===== src/design/lpm_pkg.sv =====
// Shared constants and carrier types for the USB 2.0 link power management handler.
package lpm_pkg;

  localparam int unsigned CLK_HZ = 25000000;
  // Inactivity time before the link counts as suspended, in microseconds.
  localparam int unsigned SUSPEND_IDLE_US = 3000;
  localparam int unsigned SUSPEND_IDLE_CYC = SUSPEND_IDLE_US * (CLK_HZ / 1000000);
  // Resume duration code: base and step in microseconds.
  localparam int unsigned HIRD_BASE_US = 50;
  localparam int unsigned HIRD_STEP_US = 75;
  localparam int unsigned HIRD_W = 4;
  localparam logic [HIRD_W-1:0] HIRD_LIMIT_RST = 4'hF;
  localparam int unsigned DEPTH_W = 2;
  localparam int unsigned US_W = 11;

  typedef enum logic [1:0] {
    LINK_L0 = 2'h0,
    LINK_L1 = 2'h1,
    LINK_L2 = 2'h3
  } link_state_t;

  typedef enum logic [1:0] {
    HS_NONE = 2'h0,
    HS_ACK = 2'h1,
    HS_NYET = 2'h2
  } handshake_t;

  // One decoded LPM extended transaction.
  typedef struct packed {
    logic [HIRD_W-1:0] hird;
    logic remote_wake;
  } lpm_req_t;

endpackage : lpm_pkg


===== src/design/hird_decode.sv =====
// Decoder from resume duration code to microseconds and a power-down depth.
`timescale 1ns/1ps
module hird_decode (
  input wire logic [lpm_pkg::HIRD_W-1:0] hird_i,
  output logic [lpm_pkg::US_W-1:0] dur_us_o,
  output logic [lpm_pkg::DEPTH_W-1:0] depth_o
);

  localparam logic [lpm_pkg::US_W-1:0] BASE = lpm_pkg::US_W'(lpm_pkg::HIRD_BASE_US);
  localparam logic [lpm_pkg::US_W-1:0] STEP = lpm_pkg::US_W'(lpm_pkg::HIRD_STEP_US);

  wire [lpm_pkg::US_W-1:0] code_ext = {{(lpm_pkg::US_W - lpm_pkg::HIRD_W){1'b0}}, hird_i};
  wire [2*lpm_pkg::US_W-1:0] prod = code_ext * STEP;

  // Code 0 gives 50 us, each step adds 75 us, code 15 gives 1175 us.
  assign dur_us_o = BASE + prod[lpm_pkg::US_W-1:0];
  // Longer announced resume lets more of the device be powered down.
  assign depth_o = hird_i[lpm_pkg::HIRD_W-1 -: lpm_pkg::DEPTH_W];

endmodule : hird_decode


===== src/design/lpm_l1_handler.sv =====
// Device-side L1/L2 link state tracking, LPM request judgement and resume handling.
`timescale 1ns/1ps

// Operation
// - Host starts L1; device answers ACK or NYET.
// - Without L1 support, never enter L1.
// - Three ms of bus idle means L2.
// - Either side resumes; detect host resume.
// - Device wake from L1 only if LPM permitted it.
// - HIRD code: 50 us plus 75 us steps.
// - Longer HIRD allows deeper power down.
// - Accept or refuse by pending activity.
// - Refuse when HIRD exceeds tolerated latency.
// - Periodic-endpoint device with L1 support always accepts L1.
// - Idle interrupt endpoint: L1 until device exit.
module lpm_l1_handler #(
  parameter int unsigned IDLE_CYC = lpm_pkg::SUSPEND_IDLE_CYC
) (
  input wire logic sys_clk_i,
  input wire logic srst_i,
  input wire logic clk_en_i,
  input wire logic l1_supported_i,
  input wire logic periodic_ep_i,
  input wire logic activity_pending_i,
  input wire logic [lpm_pkg::HIRD_W-1:0] hird_limit_i,
  input wire logic lpm_req_valid_i,
  input wire lpm_pkg::lpm_req_t lpm_req_i,
  input wire logic bus_activity_i,
  input wire logic host_resume_i,
  input wire logic wake_req_i,
  input wire logic resume_done_i,
  output lpm_pkg::handshake_t handshake_o,
  output logic handshake_valid_o,
  output lpm_pkg::link_state_t link_state_o,
  output logic drive_resume_o,
  output logic remote_wake_en_o,
  output logic [lpm_pkg::US_W-1:0] hird_us_o,
  output logic [lpm_pkg::DEPTH_W-1:0] power_depth_o
);

  localparam int unsigned CNT_W = $clog2(IDLE_CYC + 1);
  localparam logic [CNT_W-1:0] IDLE_LAST = CNT_W'(IDLE_CYC - 1);

  // Bus activity and host resume pins pass two flip-flops before use.
  logic act_s1_r, act_s2_r;
  logic hres_s1_r, hres_s2_r;

  lpm_pkg::link_state_t state_r, state_nxt;
  lpm_pkg::handshake_t hs_r, hs_nxt;
  logic hs_v_r;
  logic rw_en_r, rw_en_nxt;
  logic drive_r, drive_nxt;
  logic [CNT_W-1:0] idle_cnt_r, idle_cnt_nxt;
  logic [lpm_pkg::HIRD_W-1:0] hird_r;
  logic [lpm_pkg::US_W-1:0] hird_us;
  logic [lpm_pkg::DEPTH_W-1:0] depth;

  hird_decode u_hird_decode (
    .hird_i(hird_r),
    .dur_us_o(hird_us),
    .depth_o(depth)
  );

  wire in_l0 = (state_r == lpm_pkg::LINK_L0);
  wire in_l1 = (state_r == lpm_pkg::LINK_L1);
  wire in_l2 = (state_r == lpm_pkg::LINK_L2);
  wire take_req = lpm_req_valid_i && in_l0;
  wire hird_too_big = lpm_req_i.hird > hird_limit_i;
  // Periodic devices accept whenever L1 is supported; otherwise pending work or long HIRD refuses.
  wire accept_ok = periodic_ep_i || (!activity_pending_i && !hird_too_big);
  // An unsupported device never answers ACK, so the link never sleeps in L1.
  wire accept = take_req && l1_supported_i && accept_ok;
  wire idle_hit = in_l0 && !act_s2_r && (idle_cnt_r == IDLE_LAST);
  // Device wake from L1 needs the permission captured with the request.
  wire dev_wake_l1 = in_l1 && wake_req_i && rw_en_r && !drive_r;
  wire dev_wake_l2 = in_l2 && wake_req_i && !drive_r;
  wire host_wake = (in_l1 || in_l2) && hres_s2_r;

  always_comb begin
    state_nxt = state_r;
    hs_nxt = lpm_pkg::HS_NONE;
    rw_en_nxt = rw_en_r;
    drive_nxt = drive_r;
    idle_cnt_nxt = idle_cnt_r;
    unique case (state_r)
      lpm_pkg::LINK_L0: begin
        if (act_s2_r || take_req) begin
          idle_cnt_nxt = '0;
        end else if (!idle_hit) begin
          idle_cnt_nxt = idle_cnt_r + 1'b1;
        end
        if (take_req) begin
          hs_nxt = accept ? lpm_pkg::HS_ACK : lpm_pkg::HS_NYET;
          if (accept) begin
            state_nxt = lpm_pkg::LINK_L1;
            rw_en_nxt = lpm_req_i.remote_wake;
          end
        end else if (idle_hit) begin
          state_nxt = lpm_pkg::LINK_L2;
        end
      end
      lpm_pkg::LINK_L1, lpm_pkg::LINK_L2: begin
        if (dev_wake_l1 || dev_wake_l2) begin
          drive_nxt = 1'b1;
        end
        // Either party's resume ends once the link reports it complete.
        if ((drive_r || host_wake) && resume_done_i) begin
          state_nxt = lpm_pkg::LINK_L0;
          drive_nxt = 1'b0;
          rw_en_nxt = 1'b0;
          idle_cnt_nxt = '0;
        end
      end
      default: begin
        state_nxt = lpm_pkg::LINK_L0;
        drive_nxt = 1'b0;
        idle_cnt_nxt = '0;
      end
    endcase
  end

  always_ff @(posedge sys_clk_i) begin
    if (srst_i) begin
      act_s1_r <= 1'b0;
      act_s2_r <= 1'b0;
      hres_s1_r <= 1'b0;
      hres_s2_r <= 1'b0;
    end else if (clk_en_i) begin
      act_s1_r <= bus_activity_i;
      act_s2_r <= act_s1_r;
      hres_s1_r <= host_resume_i;
      hres_s2_r <= hres_s1_r;
    end
  end

  always_ff @(posedge sys_clk_i) begin
    if (srst_i) begin
      state_r <= lpm_pkg::LINK_L0;
      hs_r <= lpm_pkg::HS_NONE;
      hs_v_r <= 1'b0;
      rw_en_r <= 1'b0;
      drive_r <= 1'b0;
      idle_cnt_r <= '0;
    end else if (clk_en_i) begin
      state_r <= state_nxt;
      hs_r <= hs_nxt;
      hs_v_r <= take_req;
      rw_en_r <= rw_en_nxt;
      drive_r <= drive_nxt;
      idle_cnt_r <= idle_cnt_nxt;
    end
  end

  // The announced duration is kept from the last accepted request.
  always_ff @(posedge sys_clk_i) begin
    if (srst_i) begin
      hird_r <= '0;
    end else if (clk_en_i && accept) begin
      hird_r <= lpm_req_i.hird;
    end
  end

  always_ff @(posedge sys_clk_i) begin
    if (srst_i) begin
      hird_us_o <= '0;
      power_depth_o <= '0;
    end else if (clk_en_i) begin
      hird_us_o <= hird_us;
      power_depth_o <= in_l1 ? depth : '0;
    end
  end

  assign handshake_o = hs_r;
  assign handshake_valid_o = hs_v_r;
  assign link_state_o = state_r;
  assign drive_resume_o = drive_r;
  assign remote_wake_en_o = rw_en_r;

endmodule : lpm_l1_handler


===== config.mk =====
export PLATFORM = sky130hd
export DESIGN_NAME = lpm_l1_handler
export DESIGN_NICKNAME = d
export VERILOG_FILES = /design/src/design/lpm_pkg.sv /design/src/design/hird_decode.sv /design/src/design/lpm_l1_handler.sv
export SDC_FILE = /design/constraint.sdc
export NUM_CORES = 1
export LEC_CHECK = 0
export BUFFER_PORTS_ARGS = -buffer_cell sky130_fd_sc_hd__buf_2
export CAP_MARGIN = 20
export CORE_ASPECT_RATIO = 1.4
export CORE_MARGIN = 4
export CORE_UTILIZATION = 45
export CTS_CLUSTER_DIAMETER = 50
export DETAILED_ROUTE_END_ITERATION = 12
export GPL_ROUTABILITY_DRIVEN = 0
export PLACE_DENSITY = 0.79
export SYNTH_ARGS = -nofsm -noshare
export SYNTH_HDL_FRONTEND = slang
export SYNTH_SLANG_ARGS = --single-unit
export TNS_END_PERCENT = 100

===== constraint.sdc =====
create_clock -name sys_clk_i -period 2.7 [get_ports sys_clk_i]
set_input_delay 0.675 -clock sys_clk_i [delete_from_list [all_inputs] [get_ports sys_clk_i]]
set_output_delay 0.675 -clock sys_clk_i [all_outputs]
set_load 0.005 [all_outputs]

==> results.md, run 1 <==
* Number of antenna violations at the first check in global routing at 0
* Number of max-slew violations in the final report at 0
* Yosys warnings at 0
* Area of all placed cells without fillers at 3040 um^2
* Result of the run: finished clean
* Clock tree skew after final layout at approximately 0.0046 ns
* Gate count of the mapped netlist at 293
* Share of layout cells above drive strength 1 at 23.6%
* Core region area at 5650 um^2
* Post-synth top flop: sky130_fd_sc_hd__dfxtp_1
* Die height at 99.0 um
* Headroom to the max-slew limit at 42.6%
* Register-to-Register Path Depth at 10
* FMAX at ~390 MHz
* Cell-by-cell listing of the critical path: inv_1, ha_1, inv_1, fa_2, ha_1, a21o_1, a31o_2, a41oi_2, mux2i_1, o311ai_0
* Clk_lat worst skew at 0.30 ns
* WHS at 0.470 ns
* # H-tree levels at 2
* IO buf count at 39
* Count of cells along the worst hold path at 2
* Data arrival at the endpoint of the critical path at between 2 and 3 ns
* Horizontal die dimension at 73.0 um
* Switching power at about 0.00034 W
* # diodes at 0
* Synth Cell Area at ~2700 um^2
* Crit path max fanout at 2
* Setup total negative slack at 0 ns
* Crit path capture type: flop
* Min-delay src: handshake_valid_o
* Endpoints failing setup at 0
* Vias at 2290
* Most common library cell in the layout ignoring fill and taps: sky130_fd_sc_hd__dfxtp_1
* Full die area at ~7200 um^2
* RSZ-0062 raised after global routing: false
* Most used cells in the layout excluding fill and tap cells: 44 x sky130_fd_sc_hd__dfxtp_1, 39 x sky130_fd_sc_hd__buf_2, 30 x sky130_fd_sc_hd__nor2_1
* Portion of total power attributed to the clock network at 31.4%
* Total track usage at between 15 and 20%
* Clock transition at the register clock pins on the worst setup and hold paths after CTS at around 0.08 ns
* Transition time of the tightest slew-check pin at 0.852 ns
* Max capacitance violation total at 0
* Kind of start point of the critical path: flop
* Number of buffers created by CTS at 5
* Critical register-to-register path endpoint: hird_us_o[9]
* Flops & latches, synth at 45
* Wire length of the first global-routing pass at between 9 and 10 mm
* First-pass DRT Iterations at 4
* Clock period minus worst slack at ~2.6 ns
* Mean instance size in the synthesized netlist at 9.09 um^2
* Cell with the largest stage delay on the worst path: sky130_fd_sc_hd__fa_2
* Layout overhead on the synthesized area at 14.1%
* Critical path start-end classification: flop to flop
* CTS tree: built
* DRC violation total after the first TritonRoute iteration at about 120
* Average wire per standard cell at 14.4 um
* Row count at 32
* Worst Hold End: handshake_valid_o
* DRC at 0
* Deepest clock path buffer count at 2
* HPWL after detailed placement at 4.52 mm
* Req. time, crit path at approximately 2.9 ns
* Relative contribution of sequential cells to total power at 54.0%
* Static power due to leakage at 1.33 nW
* RR Startpoint: hird_r[2]
* Wirelength, routed at 5.88 mm
* Class of the tightest hold or removal check: flop to flop
* Maximum number of pins on one net before global-route repair at 37
* Instance area at placement at just under 3000 um^2
* Number of distinct library cells after synthesis at 61
* Instance count after placement with tap cells included at 399
* Share of async-settable or async-resettable flops after synthesis at 0%
* Peak VDD IR at 0.281 mV
* Via density per instance at 5.63
* CTS Root Cell: sky130_fd_sc_hd__clkbuf_8
* Final Non-Filler Cells at 407
* Number of global-route vias before repair at ~2200
* Final net count at 383
* Starting density of the core at 47.2%
* Reg-to-reg slack, setup at 0.13 ns
* Antenna Violating Nets Remaining at 0
* Post-synth EDFFs at 0
* # clock sinks at 45
* Power density over the cells at 422 nW/um^2
* Final hold vios at 0
* Internal power at 0.000940 W
* Delay of the slowest cell on the worst path at 0.46 ns
* Fraction of the yosys area taken by sequential cells at 33.8%
* Nets in the synthesized netlist at 338
* Number of placed I/O pins at 40
* Sum of overflow across all layers after global routing at 0
* Final period utilization at 95.0%
* Share of total power in combinational logic at between 10 and 15%
* Switching fraction of total power at 26.7%
worst max path at each step:
stage / from / endpoint / slack, ns
detailed placement: hird_r[2] / hird_us_o[9] / 0.02
CTS: hird_r[2] / hird_us_o[9] / 0.007
global route: hird_r[2] / hird_us_o[9] / 0.04
finish: hird_r[2] / hird_us_o[9] / 0.13
floorplan: hird_r[2] / hird_us_o[9] / 0.04
global placement: hird_r[2] / hird_us_o[9] / 0.06
metrics by stage:
stage	worst slack [ns]	util, %	total power [W]
4_1_cts	0.00735	53.5	0.00129
3_5_place_dp	0.0204	52.1	0.000894
2_1_floorplan	0.0366	-	0.000833
5_1_grt	0.0370	53.8	0.00134
3_3_place_gp	0.0574	52.1	0.000887
6_report	0.135	53.8	0.00128
synthesized netlist by cell type (all sizes together) (2+ instances only):
cell,count,area (um^2)
a2111oi,2,17.5
a211oi,4,30.0
a21o,3,22.5
a21oi,17,100
a31oi,2,12.5
and2,2,15.0
and3,5,31.3
buf,7,65.1
clkbuf,4,15.0
dfxtp,45,901
fa,3,60.1
ha,22,275
inv,18,67.6
mux2i,16,160
nand2,20,75.1
nand2b,3,18.8
nand3,13,65.1
nand4,6,43.8
nor2,30,113
nor3,5,25.0
nor4,5,37.5
nor4bb,2,20.0
o2111ai,2,17.5
o211a,2,20.0
o211ai,3,22.5
o21a,6,47.6
o21ai,9,67.6
o311ai,4,35.0
o31ai,2,20.0
o41ai,3,33.8
or3,2,12.5
or4,5,38.8
xnor2,5,43.8
xor2,3,26.3
metal layers:
| layer | GRT usage (%) | wire length, um | vias up |
|---|---|---|---|
| met3 | 4.29 | 244 | 8 |
| met5 | 0 | 0 | - |
| met4 | 7.10 | 104 | 0 |
| met1 | 18.5 | 2380 | 1075 |
| li1 | - | - | 1163 |
| met2 | 30.2 | 3150 | 44 |
kinds of logic after synthesis:
kind of cell / count (synthesis) / synth area share, %
and+or+nand+nor: 105 / 20.9
AOI/OAI and AO/OA: 64 / 18.4
DFF: 45 / 33.8
buffers and inverters: 30 / 5.69
adders and majority gates: 25 / 12.6
muxes: 16 / 6.01
xor gates and xnor gates: 8 / 2.63
power by group through the flow:
stage	registers, W	logic [W]	clock network [W]
after floorplan	0.000709	0.000124	0
after global placement	0.000707	0.000180	0
after detailed placement	0.000708	0.000186	0
after CTS	0.000693	0.000187	0.000412
after global routing	0.000695	0.000208	0.000436
final	0.000692	0.000187	0.000402
cell type report:
type | instances | area, um^2
fill | 532 | 2610
multi-input combinational | 218 | 1630
sequential | 45 | 902
timing repair buffer | 49 | 270
tap | 68 | 85.1
clock buffer | 6 | 72.6
inverter | 19 | 71.3
clock inverter | 2 | 10.0
state kept, by name, indices dropped and copies added, names as in the netlist, 2 cells and up:
register / flops
link_state_o: 2
handshake_o: 2
hird_r: 4
idle_cnt_r: 17
power_depth_o: 2
hird_us_o: 11
what timing repair did:
action / 4_1_cts / 5_1_grt
setup endpoints to repair: 0 / 4
buffers inserted: 0 / 0
gates resized for setup: 0 / 4
hold buffers: 0 / 0
worst max-delay path: cells and delay by family, from the launching register on:
| family | cells | cell delay (ns) |
|---|---|---|
| buffers and inverters | 2 | 0.13 |
| multiplexers | 1 | 0.19 |
| adder cells (fa/ha/maj) | 3 | 1.08 |
| flip-flops | 1 | 0.33 |
| AO/OA/AOI/OAI | 4 | 0.71 |
Power figures use the tool's default switching activity.
==> run 2, diff against run 1 <==
--- a/config.mk
+++ b/config.mk
@@ -5,15 +5,16 @@
 export SDC_FILE = /design/constraint.sdc
 export NUM_CORES = 1
 export LEC_CHECK = 0
-export BUFFER_PORTS_ARGS = -buffer_cell sky130_fd_sc_hd__buf_2
 export CAP_MARGIN = 20
 export CORE_ASPECT_RATIO = 1.4
 export CORE_MARGIN = 4
 export CORE_UTILIZATION = 45
 export CTS_CLUSTER_DIAMETER = 50
 export DETAILED_ROUTE_END_ITERATION = 12
+export DONT_BUFFER_PORTS = 1
 export GPL_ROUTABILITY_DRIVEN = 0
-export PLACE_DENSITY = 0.79
+export HOLD_SLACK_MARGIN = 0.02
+export PLACE_DENSITY = 0.73
 export SYNTH_ARGS = -nofsm -noshare
 export SYNTH_HDL_FRONTEND = slang
 export SYNTH_SLANG_ARGS = --single-unit
==> run 2 against run 1 <==
Count of clock-buffer cells in the layout is 1 higher. Non-clock buffer count is 41 lower. Sequential share of layout area is 1.7 points higher. Clock power is 31% higher. Register-to-register slack better by 0.03 ns. Cell count is 10% lower. Global-route usage is 0.42 points lower. Clock skew is 0.0047 ns higher. Combinational power is 24% lower. Final area is 5.5% lower. First-iteration DRC count is 31% lower. Critical path type unchanged. Largest cell class unchanged. Highest routed layer unchanged.
==> results.md, run 2 (synthesized netlist as in run 1, its figures left out) <==
* Result of the run: finished clean
* Switching power at about 0.00032 W
* Leading registers by flop count: idle_cnt_r x17, hird_us_o x11, hird_r x4
* Peak VDD IR at 0.272 mV
* Internal power at 0.00105 W
* Delay of the slowest cell on the worst path at 0.50 ns
* Instance area at placement at between 2000 and 3000 um^2
* Clock tree skew after final layout at 0.00938 ns
* Most used cells in the layout excluding fill and tap cells: 44 x sky130_fd_sc_hd__dfxtp_1, 30 x sky130_fd_sc_hd__nor2_1, 21 x sky130_fd_sc_hd__ha_1
* Class of the tightest hold or removal check: primary input to flop
* Deepest clock path buffer count at 2
* Clock transition at the register clock pins on the worst setup and hold paths after CTS at 0.09 ns
* IO buf count at 0
* # H-tree levels at 2
* Number of max-slew violations in the final report at 0
* Starting density of the core at 47.2%
* Worst Setup EP: hird_us_o[9]
* Biggest register: idle_cnt_r
* DRC violation total after the first TritonRoute iteration at 80
* Switching fraction of total power at 23.3%
* Relative contribution of sequential cells to total power at 51.0%
* Average wire per standard cell at around 16 um
* Vias at between 2000 and 2500
* Final core occ at between 50% and 60%
* RR Startpoint: hird_r[2]
* Static power due to leakage at 1.16 nW
* Headroom to the max-slew limit at 41.0%
* Share of total power in combinational logic at 10.5%
* CTS tree: built
* Number of flip-flops in the largest register at 17
* Req. time, crit path at 2.88 ns
* Sum of overflow across all layers after global routing at 0
* CTS Root Cell: sky130_fd_sc_hd__clkbuf_8
* Critical register-to-register path endpoint: hird_us_o[9]
* RSZ-0062 raised after global routing: false
* Cell with the largest stage delay on the worst path: sky130_fd_sc_hd__fa_1
* Maximum number of pins on one net before global-route repair at 38
* Cell-by-cell listing of the critical path: buf_4, ha_1, fa_1, ha_1, a21o_1, a31o_2, a41oi_2, mux2i_1, o311ai_1
* Final period utilization at 94.0%
* Wire length of the first global-routing pass at between 9 and 10 mm
* Area of all placed cells without fillers at 2870 um^2
* Max capacitance violation total at 0
* Crit path capture type: flop
* # clock sinks at 45
* Data arrival at the endpoint of the critical path at 2.72 ns
* Number of placed I/O pins at 40
* Register-to-Register Path Depth at 9
* Cell with the most instances on the worst path: sky130_fd_sc_hd__ha_1
* Number of global-route vias before repair at 2082
* HPWL after detailed placement at ~4.4 mm
* Number of buffers added for setup after CTS at 0
* Portion of total power attributed to the clock network at roughly two fifths
* Share of layout cells above drive strength 1 at 13.4%
* Power density over the cells at 475 nW/um^2
* CP Launch Point: hird_r[2]
* Clock period minus worst slack at 2.54 ns
* Wirelength, routed at 5.72 mm
* Via density per instance at 5.84
* Endpoints failing setup at 0
* Row count at 32
* Total power draw at about 0.0014 W
* Crit path max fanout at 6
* First-pass DRT Iterations at 4
* Transition time of the tightest slew-check pin at slightly below 0.9 ns
* Die height at just under 100 um
* Number of buffers created by CTS at 5
* Number of antenna violations at the first check in global routing at 0
* Core region area at 5650 um^2
* # diodes at 0
* Horizontal die dimension at 73.0 um
* Total track usage at approximately 17%
* Layout overhead on the synthesized area at 7.80%
* FMAX at between 300 and 400 MHz
* DRC at 0
* Reg-to-reg slack, setup at 0.16 ns
* Kind of start point of the critical path: flop
* Critical path start-end classification: flop to flop
* Final hold vios at 0
* Antenna Violating Nets Remaining at 0
* WHS at between 0.4 and 0.5 ns
* Full die area at 7230 um^2
* Most common library cell in the layout ignoring fill and taps: sky130_fd_sc_hd__dfxtp_1
* Final net count at between 300 and 400
* Clk_lat worst skew at 0.29 ns
==> run 2: worst max-delay path, delay by kind of cell, from the launching register on <==
family / cells / cell delay (ns)
fa+ha+maj: 3 / 0.99
compound gates: 4 / 0.75
flops: 1 / 0.33
mux: 1 / 0.21
buf+inv: 1 / 0.15
==> run 2: worst min-delay path by stage <==
stage,from,to,slack [ns],depth (start not counted)
finish,srst_i,handshake_valid_o,0.44,1
detailed placement,idle_cnt_r[16],idle_cnt_r[16],0.47,2
global placement,idle_cnt_r[16],idle_cnt_r[16],0.46,2
CTS,srst_i,handshake_valid_o,0.43,1
floorplan,idle_cnt_r[16],idle_cnt_r[16],0.44,2
global route,srst_i,power_depth_o[1],0.42,1
==> run 2: cell type report <==
type	count	area, um^2
Timing Repair Buffer	8	60.1
Sequential cell	45	902
Fill cell	548	2780
Clock inverter	1	30.0
Tap cell	68	85.1
Inverter	19	71.3
Clock buffer	7	86.3
Multi-Input combinational cell	218	1640
==> run 2: timing repair <==
action	4_1_cts	5_1_grt
hold endpoints to repair	0	0
pin swaps	0	2
resized for setup	1	4
hold buffers	0	0
gates cloned	0	0
endpoints found under the setup margin	1	4
==> run 2: through the flow <==
stage	std cells	worst slack, ns	setup TNS [ns]
floorplan	293	0.0366	0
global placement	358	0.0808	0
detailed placement	358	-0.00227	-0.00227
CTS	366	0.0314	0
global route	366	0.00829	0
finish	366	0.162	0
==> run 2: layer usage <==
| metal | GRT usage [%] | routed length, um | vias to the layer above |
|---|---|---|---|
| met1 | 18.8 | 2320 | 1032 |
| met3 | 2.65 | 140 | 6 |
| met4 | 5.68 | 84 | 0 |
| li1 | - | - | 1079 |
| met2 | 30.3 | 3170 | 22 |
| met5 | 0 | 0 | - |
==> run 2: power by group through the flow <==
stage / Clock, W / Sequential [W] / Combinational (W)
finish: 0.000525 / 0.000696 / 0.000143
global route: 0.000566 / 0.000699 / 0.000162
detailed placement: 0 / 0.000712 / 0.000141
global placement: 0 / 0.000711 / 0.000137
CTS: 0.000543 / 0.000696 / 0.000143
floorplan: 0 / 0.000709 / 0.000124
